$ cat src/rtl/mbtg_regs.vh
/*
  Constants of the memory bus transaction generator: transfer sizes,
  block geometry and cycle-type codes.
  Assumes inclusion by bare name from the design files under rtl/.
*/
`ifndef MBTG_REGS_VH
`define MBTG_REGS_VH

// =====================================================================
// Block geometry
`define MBTG_WORDS_PER_BLOCK 4'h8
`define MBTG_WORD_BYTES      3'h4
`define MBTG_FILL_WORDS      4'h8
`define MBTG_SUBBLOCK_WORDS  4'h4

// =====================================================================
// Request kinds
`define MBTG_KIND_READ   2'h0
`define MBTG_KIND_WRITE  2'h1
`define MBTG_KIND_FILL   2'h2

// =====================================================================
// Configuration codes
`define MBTG_CFG_STANDARD 1'b0
`define MBTG_CFG_ENHANCED 1'b1

// =====================================================================
// Full byte mask of one word
`define MBTG_MASK_FULL 4'hf

`endif

$ cat src/rtl/mbtg_shape_check.v
/*
  Combinational shape check of a requested bus transaction.
  Assumes inputs come from logic on the same clock as the generator.
*/
`timescale 1ns/100ps
`default_nettype none
`include "mbtg_regs.vh"

module mbtg_shape_check (
  input  wire       enhanced,
  input  wire [1:0] kind,
  input  wire [3:0] len,
  input  wire [2:0] start,
  input  wire [31:0] masks,
  output reg        legal
);

  // =====================================================================
  // Start-index legality per burst length
  function start_ok;
    input [3:0] l;
    input [2:0] s;
    begin
      case (l)
        4'h1: start_ok = 1'b1;
        4'h2: start_ok = (s != 3'h3) && (s != 3'h7);
        4'h3: start_ok = (s[1] == 1'b0);
        4'h4: start_ok = (s[1:0] == 2'h0);
        4'h8: start_ok = (s == 3'h0);
        default: start_ok = 1'b0;
      endcase
    end
  endfunction

  integer   i;
  reg       mask_ok;
  reg [3:0] lane;

  // Byte-lane rules depend on configuration and position in the burst
  always @* begin
    mask_ok = 1'b1;
    lane    = 4'h0;
    for (i = 0; i < 8; i = i + 1) begin
      lane = masks[4*i +: 4];
      if (i < len) begin
        if (len == 4'h8 || (!enhanced && len != 4'h1)) begin
          if (lane != `MBTG_MASK_FULL) mask_ok = 1'b0;
        end else if (i == 0 || i == len - 1) begin
          if (lane == 4'h0) mask_ok = 1'b0;
        end
      end
    end
  end

  // Legal shape: reads single or 8-word fill; writes 1,2,3,4,8 per mode
  always @* begin
    legal = 1'b0;
    case (kind)
      `MBTG_KIND_READ: legal = (len == 4'h1);
      `MBTG_KIND_FILL:
        legal = (len == `MBTG_FILL_WORDS) &&
                (enhanced || start == 3'h0);
      `MBTG_KIND_WRITE: begin
        if (enhanced)
          legal = (len == 4'h1 || len == 4'h2 || len == 4'h3 ||
                   len == 4'h4 || len == 4'h8);
        else
          legal = (len == 4'h1 || len == 4'h2 || len == 4'h3 ||
                   len == 4'h4 || len == 4'h8);
        legal = legal && start_ok(len, start) && mask_ok;
      end
      default: legal = 1'b0;
    endcase
  end

endmodule
`default_nettype wire

$ cat src/rtl/mbtg_beat_addr.v
/*
  Beat address former: block base plus wrapped or linear word index.
  Assumes word index and base are held by the caller.
*/
`timescale 1ns/100ps
`default_nettype none

module mbtg_beat_addr (
  input  wire [31:0] base,
  input  wire [2:0]  first,
  input  wire [2:0]  step,
  output wire [31:0] addr
);

  // Wraps inside the aligned block, so no beat leaves it
  wire [2:0] idx;
  assign idx  = first + step;
  assign addr = {base[31:5], idx, 2'b00};

endmodule
`default_nettype wire

$ cat src/rtl/mbtg_gen.v
/*
  Memory bus transaction generator. Takes one request at a time
  (single read, cache line fill, single or burst write with per-word
  byte masks) and drives it onto the external bus as an idle cycle and
  a run of sequential beats.
  Assumes the request comes from on-chip logic on sys_clk, the memory
  clock, and that the memory side keeps up without wait states here;
  wait stalling is handled by neighbouring logic.
  One transfer runs as follows: the request is taken at an edge; the
  next cycle is the idle cycle, with address, line-burst flag and
  direction already posted; then comes one sequential cycle per word,
  then an idle cycle and a one-cycle done pulse, and req_ready returns a cycle later.
  A refused request gets a one-cycle reject pulse and leaves the bus
  untouched; the requester must split shapes the bus cannot carry.
  bus_config is a static pin: it passes two flops and is latched once
  after reset, so it must be settled before reset is released and a
  mode change needs a fresh reset.
  Reads return data one cycle after each beat, with no wait states;
  a stall input would have to freeze every process here.
*/
// Summary of operation
// - Only single nonsequential transfers or permitted bursts reach the bus.
// - Read bursts come only from line fills; other reads are one word.
// - Every line fill reads exactly eight words.
// - Standard mode write bursts are 2, 3, 4 or 8 words, all bytes written.
// - Enhanced mode merged write bursts are 2, 3, 4 or 8 words.
// - Line-burst flag rises on writes covering a full 32-byte block.
// - With the flag high on writes, all byte lanes are valid.
// - No burst crosses an aligned 32-byte boundary.
// - Fills are 8 words with flag; start word 0 standard, any enhanced.
// - Standard 2-word writes start at 0,1,2,4,5,6, all bytes written.
// - Standard 3-word writes start at 0,1,4,5, all bytes written.
// - Standard 4-word writes start at 0 or 4, all bytes written.
// - Enhanced 2-word writes start at 0,1,2,4,5,6, one to four bytes each.
// - Enhanced 3/4-word: end words one to four bytes, middle zero to four.
// - Eight-word writes start at word 0, flag high, all 32 bytes.
// - Enhanced single writes use the byte mask; standard ones any word.
// - Fill starts at critical word enhanced, word 0 standard.
// - Nonsequential transfer is one idle then sequential cycles.
// - Line-burst flag changes with the address outputs.
`timescale 1ns/100ps
`default_nettype none
`include "mbtg_regs.vh"

module mbtg_gen #(
  parameter ADDR_W = 32
) (
  input  wire              sys_clk,
  input  wire              rst,
  input  wire              bus_config,
  input  wire              req_valid,
  input  wire [1:0]        req_kind,
  input  wire [ADDR_W-1:0] req_addr,
  input  wire [3:0]        req_len,
  input  wire [31:0]       req_masks,
  input  wire [255:0]      req_wdata,
  output reg               req_ready,
  output reg               req_reject,
  output reg               req_done,
  output reg [255:0]       fill_data,
  output reg [ADDR_W-1:0]  mem_addr,
  output reg               mem_idle,
  output reg               mem_write,
  output reg               line_burst_flag,
  output reg [3:0]         mem_lanes,
  output reg [31:0]        mem_wdata,
  input  wire [31:0]       mem_rdata
);

  // =====================================================================
  // States
  localparam ST_IDLE = 2'h0;
  localparam ST_NSEQ = 2'h1;
  localparam ST_BEAT = 2'h2;
  localparam ST_DONE = 2'h3;

  reg  [1:0]   state;
  reg  [1:0]   next_state;
  reg          cfg;
  reg  [1:0]   kind;
  reg  [3:0]   len;
  reg  [2:0]   first;
  reg  [2:0]   step;
  reg  [3:0]   beat;
  reg  [31:0]  base;
  reg  [31:0]  masks;
  reg  [255:0] wdata;
  reg          rd_pending;
  reg  [2:0]   rd_step;
  reg          cfg_taken;
  reg          cfg_meta;
  reg          cfg_sync;
  wire         legal;
  wire [31:0]  beat_addr;
  wire         take;
  wire         req_fill;
  wire         req_wr;
  wire [2:0]   start_word;
  wire [2:0]   next_step;
  wire [2:0]   next_idx;
  wire         last_beat;

  // =====================================================================
  // Configuration pin
  // Two flops without reset: they keep sampling the static pin during
  // reset, so the second stage is settled when reset lets go.
  always @(posedge sys_clk) begin
    cfg_meta <= bus_config;
    cfg_sync <= cfg_meta;
  end

  // Configuration latched once out of reset; later pin motion is ignored
  // since changing mode mid-stream would break burst shapes.
  always @(posedge sys_clk or posedge rst) begin
    if (rst) begin
      cfg       <= 1'b0;
      cfg_taken <= 1'b0;
    end else if (!cfg_taken) begin
      cfg       <= cfg_sync;
      cfg_taken <= 1'b1;
    end
  end

  // =====================================================================
  // Request decode shared by the state machine and bus outputs
  // A standard-mode fill always opens at word 0 of its line
  assign take       = req_valid && req_ready && legal;
  assign req_fill   = (req_kind == `MBTG_KIND_FILL);
  assign req_wr     = (req_kind == `MBTG_KIND_WRITE);
  assign start_word = (req_fill && !cfg) ? 3'h0 : req_addr[4:2];
  // Position of the next beat; the 3-bit sum wraps inside the block
  assign next_step  = step + 3'h1;
  assign next_idx   = beat_addr[4:2];
  assign last_beat  = (beat == len - 4'h1);

  // =====================================================================
  // Shape check and beat address
  mbtg_shape_check u_check (
    .enhanced (cfg),
    .kind     (req_kind),
    .len      (req_len),
    .start    (req_addr[4:2]),
    .masks    (req_masks),
    .legal    (legal)
  );

  mbtg_beat_addr u_addr (
    .base  (base),
    .first (first),
    .step  (next_step),
    .addr  (beat_addr)
  );

  // =====================================================================
  // Lane selection
  // Lane picker for the word at a given burst position
  function [3:0] lane_of;
    input [31:0] m;
    input [2:0]  p;
    begin
      lane_of = m[4*p +: 4];
    end
  endfunction

  // Byte lanes of the next beat; reads always enable every lane
  wire [3:0]   next_lanes;
  assign next_lanes = (kind == `MBTG_KIND_WRITE) ?
                      lane_of(masks, next_step) : `MBTG_MASK_FULL;

  // =====================================================================
  // State machine
  // State register
  always @(posedge sys_clk or posedge rst) begin
    if (rst) state <= ST_IDLE;
    else     state <= next_state;
  end

  // Next state
  always @* begin
    next_state = state;
    case (state)
      ST_IDLE: if (take) next_state = ST_NSEQ;
      ST_NSEQ: next_state = ST_BEAT;
      ST_BEAT: if (last_beat) next_state = ST_DONE;
      ST_DONE: next_state = ST_IDLE;
      default: next_state = ST_IDLE;
    endcase
  end

  // =====================================================================
  // Request capture and beat sequencing
  always @(posedge sys_clk or posedge rst) begin
    if (rst) begin
      req_ready  <= 1'b0;
      req_reject <= 1'b0;
      kind       <= `MBTG_KIND_READ;
      len        <= 4'h1;
      first      <= 3'h0;
      step       <= 3'h0;
      beat       <= 4'h0;
      base       <= 32'h0000_0000;
      masks      <= 32'h0000_0000;
      wdata      <= {256{1'b0}};
    end else begin
      req_reject <= 1'b0;
      case (state)
        ST_IDLE: begin
          req_ready <= 1'b1;
          if (req_valid && req_ready) begin
            req_ready <= 1'b0;
            if (!legal) begin
              req_reject <= 1'b1;
              req_ready  <= 1'b1;
            end
            kind  <= req_kind;
            len   <= req_len;
            base  <= {req_addr[ADDR_W-1:5], 5'h00};
            masks <= req_masks;
            wdata <= req_wdata;
            beat  <= 4'h0;
            step  <= 3'h0;
            // Standard fills begin at word 0, enhanced at critical word
            if (req_kind == `MBTG_KIND_FILL && !cfg)
              first <= 3'h0;
            else
              first <= req_addr[4:2];
          end
        end
        ST_NSEQ: begin
          req_ready <= 1'b0;
        end
        ST_BEAT: begin
          beat <= beat + 4'h1;
          step <= step + 3'h1;
        end
        default: req_ready <= 1'b0;
      endcase
    end
  end

  // =====================================================================
  // Bus outputs: address, flag and direction move together; when the
  // bus goes idle they keep their last values to save needless toggling
  always @(posedge sys_clk or posedge rst) begin
    if (rst) begin
      mem_addr        <= {ADDR_W{1'b0}};
      mem_idle        <= 1'b1;
      mem_write       <= 1'b0;
      line_burst_flag <= 1'b0;
      mem_lanes       <= 4'h0;
      mem_wdata       <= 32'h0000_0000;
    end else begin
      mem_idle <= 1'b1;
      case (next_state)
        ST_NSEQ: begin
          // Address posted in the idle cycle ahead of the first beat
          mem_addr  <= {req_addr[ADDR_W-1:5], start_word, 2'b00};
          mem_write <= req_wr;
          line_burst_flag <= req_fill ||
                             (req_wr && req_len == 4'h8);
          mem_lanes <= req_wr ? lane_of(req_masks, 3'h0) : `MBTG_MASK_FULL;
          mem_wdata <= req_wdata[32*req_addr[4:2] +: 32];
        end
        ST_BEAT: begin
          mem_idle <= 1'b0;
          if (state == ST_BEAT) begin
            // Next beat one word up; the 3-bit index wraps inside the
            // block, so no carry can reach bit 5 and leave the block
            mem_addr  <= beat_addr;
            mem_lanes <= next_lanes;
            mem_wdata <= wdata[32*next_idx +: 32];
          end
        end
        default: begin
          // Idle: address and direction hold to save bus toggling
          line_burst_flag <= line_burst_flag;
        end
      endcase
    end
  end

  // =====================================================================
  // Read data capture: data of a beat arrives one cycle after it
  always @(posedge sys_clk or posedge rst) begin
    if (rst) begin
      rd_pending <= 1'b0;
      rd_step    <= 3'h0;
      fill_data  <= {256{1'b0}};
    end else begin
      rd_pending <= (state == ST_BEAT) && !mem_write;
      rd_step    <= first + step;
      if (rd_pending)
        fill_data[32*rd_step +: 32] <= mem_rdata;
    end
  end

  // Done pulse two cycles after the last beat; the last fill word lands
  // at the same edge, so fill_data is complete while the pulse stands
  always @(posedge sys_clk or posedge rst) begin
    if (rst) req_done <= 1'b0;
    else     req_done <= (state == ST_DONE);
  end

endmodule
`default_nettype wire

$ cat config.mk
export PLATFORM = sky130hd
export DESIGN_NAME = mbtg_gen
export DESIGN_NICKNAME = d
export VERILOG_FILES = /design/src/rtl/mbtg_shape_check.v /design/src/rtl/mbtg_beat_addr.v /design/src/rtl/mbtg_gen.v
export VERILOG_INCLUDE_DIRS = /design/src /design/src/rtl
export SDC_FILE = /design/constraint.sdc
export NUM_CORES = 2
export LEC_CHECK = 0
export BUFFER_PORTS_ARGS = -buffer_cell sky130_fd_sc_hd__clkbuf_2
export CORE_AREA = 2 2 268 270
export CTS_CLUSTER_SIZE = 14
export DETAILED_ROUTE_END_ITERATION = 7
export DIE_AREA = 0 0 270 272
export PLACE_DENSITY = 0.65
export SYNTH_ARGS = -nofsm -noshare
export SYNTH_HDL_FRONTEND = slang
export SYNTH_SLANG_ARGS = --single-unit
$ cat constraint.sdc
create_clock -name sys_clk -period 27.3 [get_ports sys_clk]
set_input_delay 1.365 -clock sys_clk [delete_from_list [all_inputs] [get_ports sys_clk]]
set_output_delay 1.365 -clock sys_clk [all_outputs]
set_load 0.02 [all_outputs]
==> flow_summary.yaml <==
status:
  status: "finished, final reports clean"
floorplanning:
  num_rows: 98
  die_h_um: 272
  pin_count: 692
  die_w_um: 270
  die_area_um2: 73400
  start_util: 0.420
  core_um2: 70800
setup_path:
  regToRegSetupSlack_ns: 22.85
  critPathMaxFanout: 42
  required_ns: 27.80
  max_stage_delay_ns: 1.19
  r2r-end: "mem_wdata[29]"
  slowest_stage: "fa_4"
  ff2ff_path_depth: 8
  worstReg2RegStart: "step[0]"
  cp_cell_sequence: "ha_1 > inv_1 > fa_4 > buf_4 > mux4_2 > nand2_1 > a21oi_1 > a221o_1"
  cp.arrival_ns: 4.95
  startpoint_type: "register"
  critPathKind: "register to register"
  end_kind: "register"
routing:
  avgRoutedWirePerCell_um: 24.2
  first_pass_iters: 5
  wl_mm: 92.4
  vias_per_cell: 5.53
  drc: 0
  vias: 21108
  drt_iter0_drc: 1363
  final_antenna_net_count: 0
sta:
  fin_setup_tns_ns: 0
  min_period_ns: 4.45
  hold_viol: 0
  finClkSkew_ns: 0.0268
  setup_viol: 0
  clock.fmax_ghz: 0.224
  tightest_slew_ns: 1.31
  relSlewSlack: 0.127
  min_period_over_period: 0.163
  slew_violations: 0
  grt_setup_unrepaired: "false"
synthesis:
  syn_avg_cell_area_um2: 13.7
  ys_seq_elements: 669
  yosysSeqAreaShare: 0.563
  dominantRegCellSynth: "dfrtp_1"
  synth-async-reset-ratio: 0.997
  yosysWarnings: 0
  syn_inst: 2162
  synth_cell_types: 64
  synth_area_um2: 29700
  synth-edff-count: 0
global_routing:
  grt_pass1_vias: 22543
  grt_pass1_wl_mm: 141
  track_usage: 0.250
  antenna_found_initial: 23
  grt_overflow_total: 0
  grt_max_degree: 194
placement:
  numPlacedInstances: 3675
  port_buffers: 687
  gp_congestion: 0.896
  hpwl_mm: 64.5
  dpl_cell_area_um2: 34100
clock_tree:
  clk_latency_ns: 0.61
  htreeDepth: 3
  cts_tree: "yes"
  cts.sinks: 669
  clockBufferDepth: 3
  ctsRootBufferMaster: "clkbuf_16"
  holdBufCountCts: 0
  cts_resized: 0
  path_clk_slew_ns: 0.06
  postCtsSetupBuffers: 0
  cts_made_buffers: 74
pwr:
  clockPowerShare: 0.196
  combPwrFrac: 0.466
  cellPowerDensity_nw_per_um2: 143
  p_int_uw: 3180
  p_sw_frac: 0.394
  switchingPower_uw: 2060
  pwr-share-seq: 0.339
  vdd_drop_max_mv: 0.124
  p_leak_uw: 0.0167
final_layout:
  mostFrequentLayoutCells: "685 x clkbuf_2, 665 x dfrtp_1, 466 x mux2_2"
  final_common_cell: "clkbuf_2"
  final_nets: 3175
  syn2layout_area_growth_pct: 23.1
  drive_gt1_frac: 0.523
  finish.instance_area_um2: 36600
  final_cells: 3815
min_path:
  holdPathStages: 0
  hold_end: "cfg_sync"
  min-delay-start: "cfg_meta"
  min_path_type: "register to register"
flow_run:
  maxCapViolCount: 0
kinds of logic after synthesis:
kind of cell    after synthesis  share of synthesized area
mux                         607                      0.281
simple gates                418                     0.0609
flops                       669                      0.563
buf+inv                     175                     0.0237
compound gates              267                     0.0615
fa+ha+maj                    12                    0.00556
xor+xnor                     12                    0.00354
other cells                   2                   0.000253
cell usage after synthesis (all sizes together), types with 10 or more instances:
cell type	instances	area [um^2]
dfrtp	665	16600
mux2	466	5250
nand2	295	1110
mux4	136	3060
o21ai	132	664
clkbuf	119	448
a21oi	40	204
nand3	37	185
a221o	36	360
buf	33	171
nand2b	33	206
o221a	27	304
inv	23	86.3
nor2	11	41.3
ha	10	125
how the worst max path moves through the flow:
stage / startpoint / to / slack [ns] / cells after the start
floorplan: rst / base[10] / 7.24 / 1
global route: rst / mem_wdata[27] / 22.60 / 5
CTS: step[0] / mem_wdata[29] / 22.76 / 8
finish: step[0] / mem_wdata[29] / 22.85 / 8
detailed placement: req_len[0] / mem_wdata[18] / 22.24 / 10
global placement: req_len[0] / mem_wdata[27] / 22.33 / 10
metrics by stage:
step	hold slack, ns	power [uW]	utilization	setup WS, ns
after floorplan	0.310	3400	-	7.24
after global placement	0.319	4160	0.482	22.33
after detailed placement	0.318	4250	0.482	22.24
after CTS	0.332	5300	0.517	22.76
after global routing	0.341	5540	0.517	22.60
final	0.327	5240	0.517	22.85
worst max-delay path: cells and delay by family, from the launching register on:
family	cells	cell delay (ns)
fa+ha+maj	2	1.91
mux	1	0.42
buf+inv	2	0.84
compound gates	2	0.36
simple gates	1	0.14
flops	1	0.63
layer usage:
| layer | vias up | wire [um] | share of wire | GRT usage |
|---|---|---|---|---|
| met1 | 10913 | 35200 | 0.38 | 0.296 |
| met5 | - | 170 | 0.0018 | 0 |
| met3 | 172 | 6880 | 0.074 | 0.0696 |
| li1 | 9208 | - | - | - |
| met2 | 789 | 47300 | 0.51 | 0.434 |
| met4 | 26 | 2860 | 0.031 | 0.0942 |
sequential cells by signal, summed over array words and instances (netlist names), 2 cells and up:
signal	cells
len	4
masks	32
mem_lanes	4
rd_step	3
step	3
kind	2
base	27
beat	4
state	2
wdata	256
first	3
mem_addr	30
mem_wdata	32
fill_data	256
power by group through the flow:
stage | sequential (uW) | clock [uW] | combinational [uW]
global placement | 1740 | 0 | 2420
global route | 1830 | 1090 | 2620
CTS | 1770 | 1050 | 2480
finish | 1780 | 1030 | 2440
floorplan | 2010 | 0 | 1400
detailed placement | 1780 | 0 | 2470
area by class of cell:
class                   count  area, um^2
fillers                  6088       34200
flip-flops and latches    669       16700
multi-input cells        1319       12400
repair buffers            714        3670
clock buffers             104        2130
well taps                 950        1190
clock inverters            26         360
inverters                  23        93.8
diodes                     10        25.0
(Power assumes the default switching activity.)
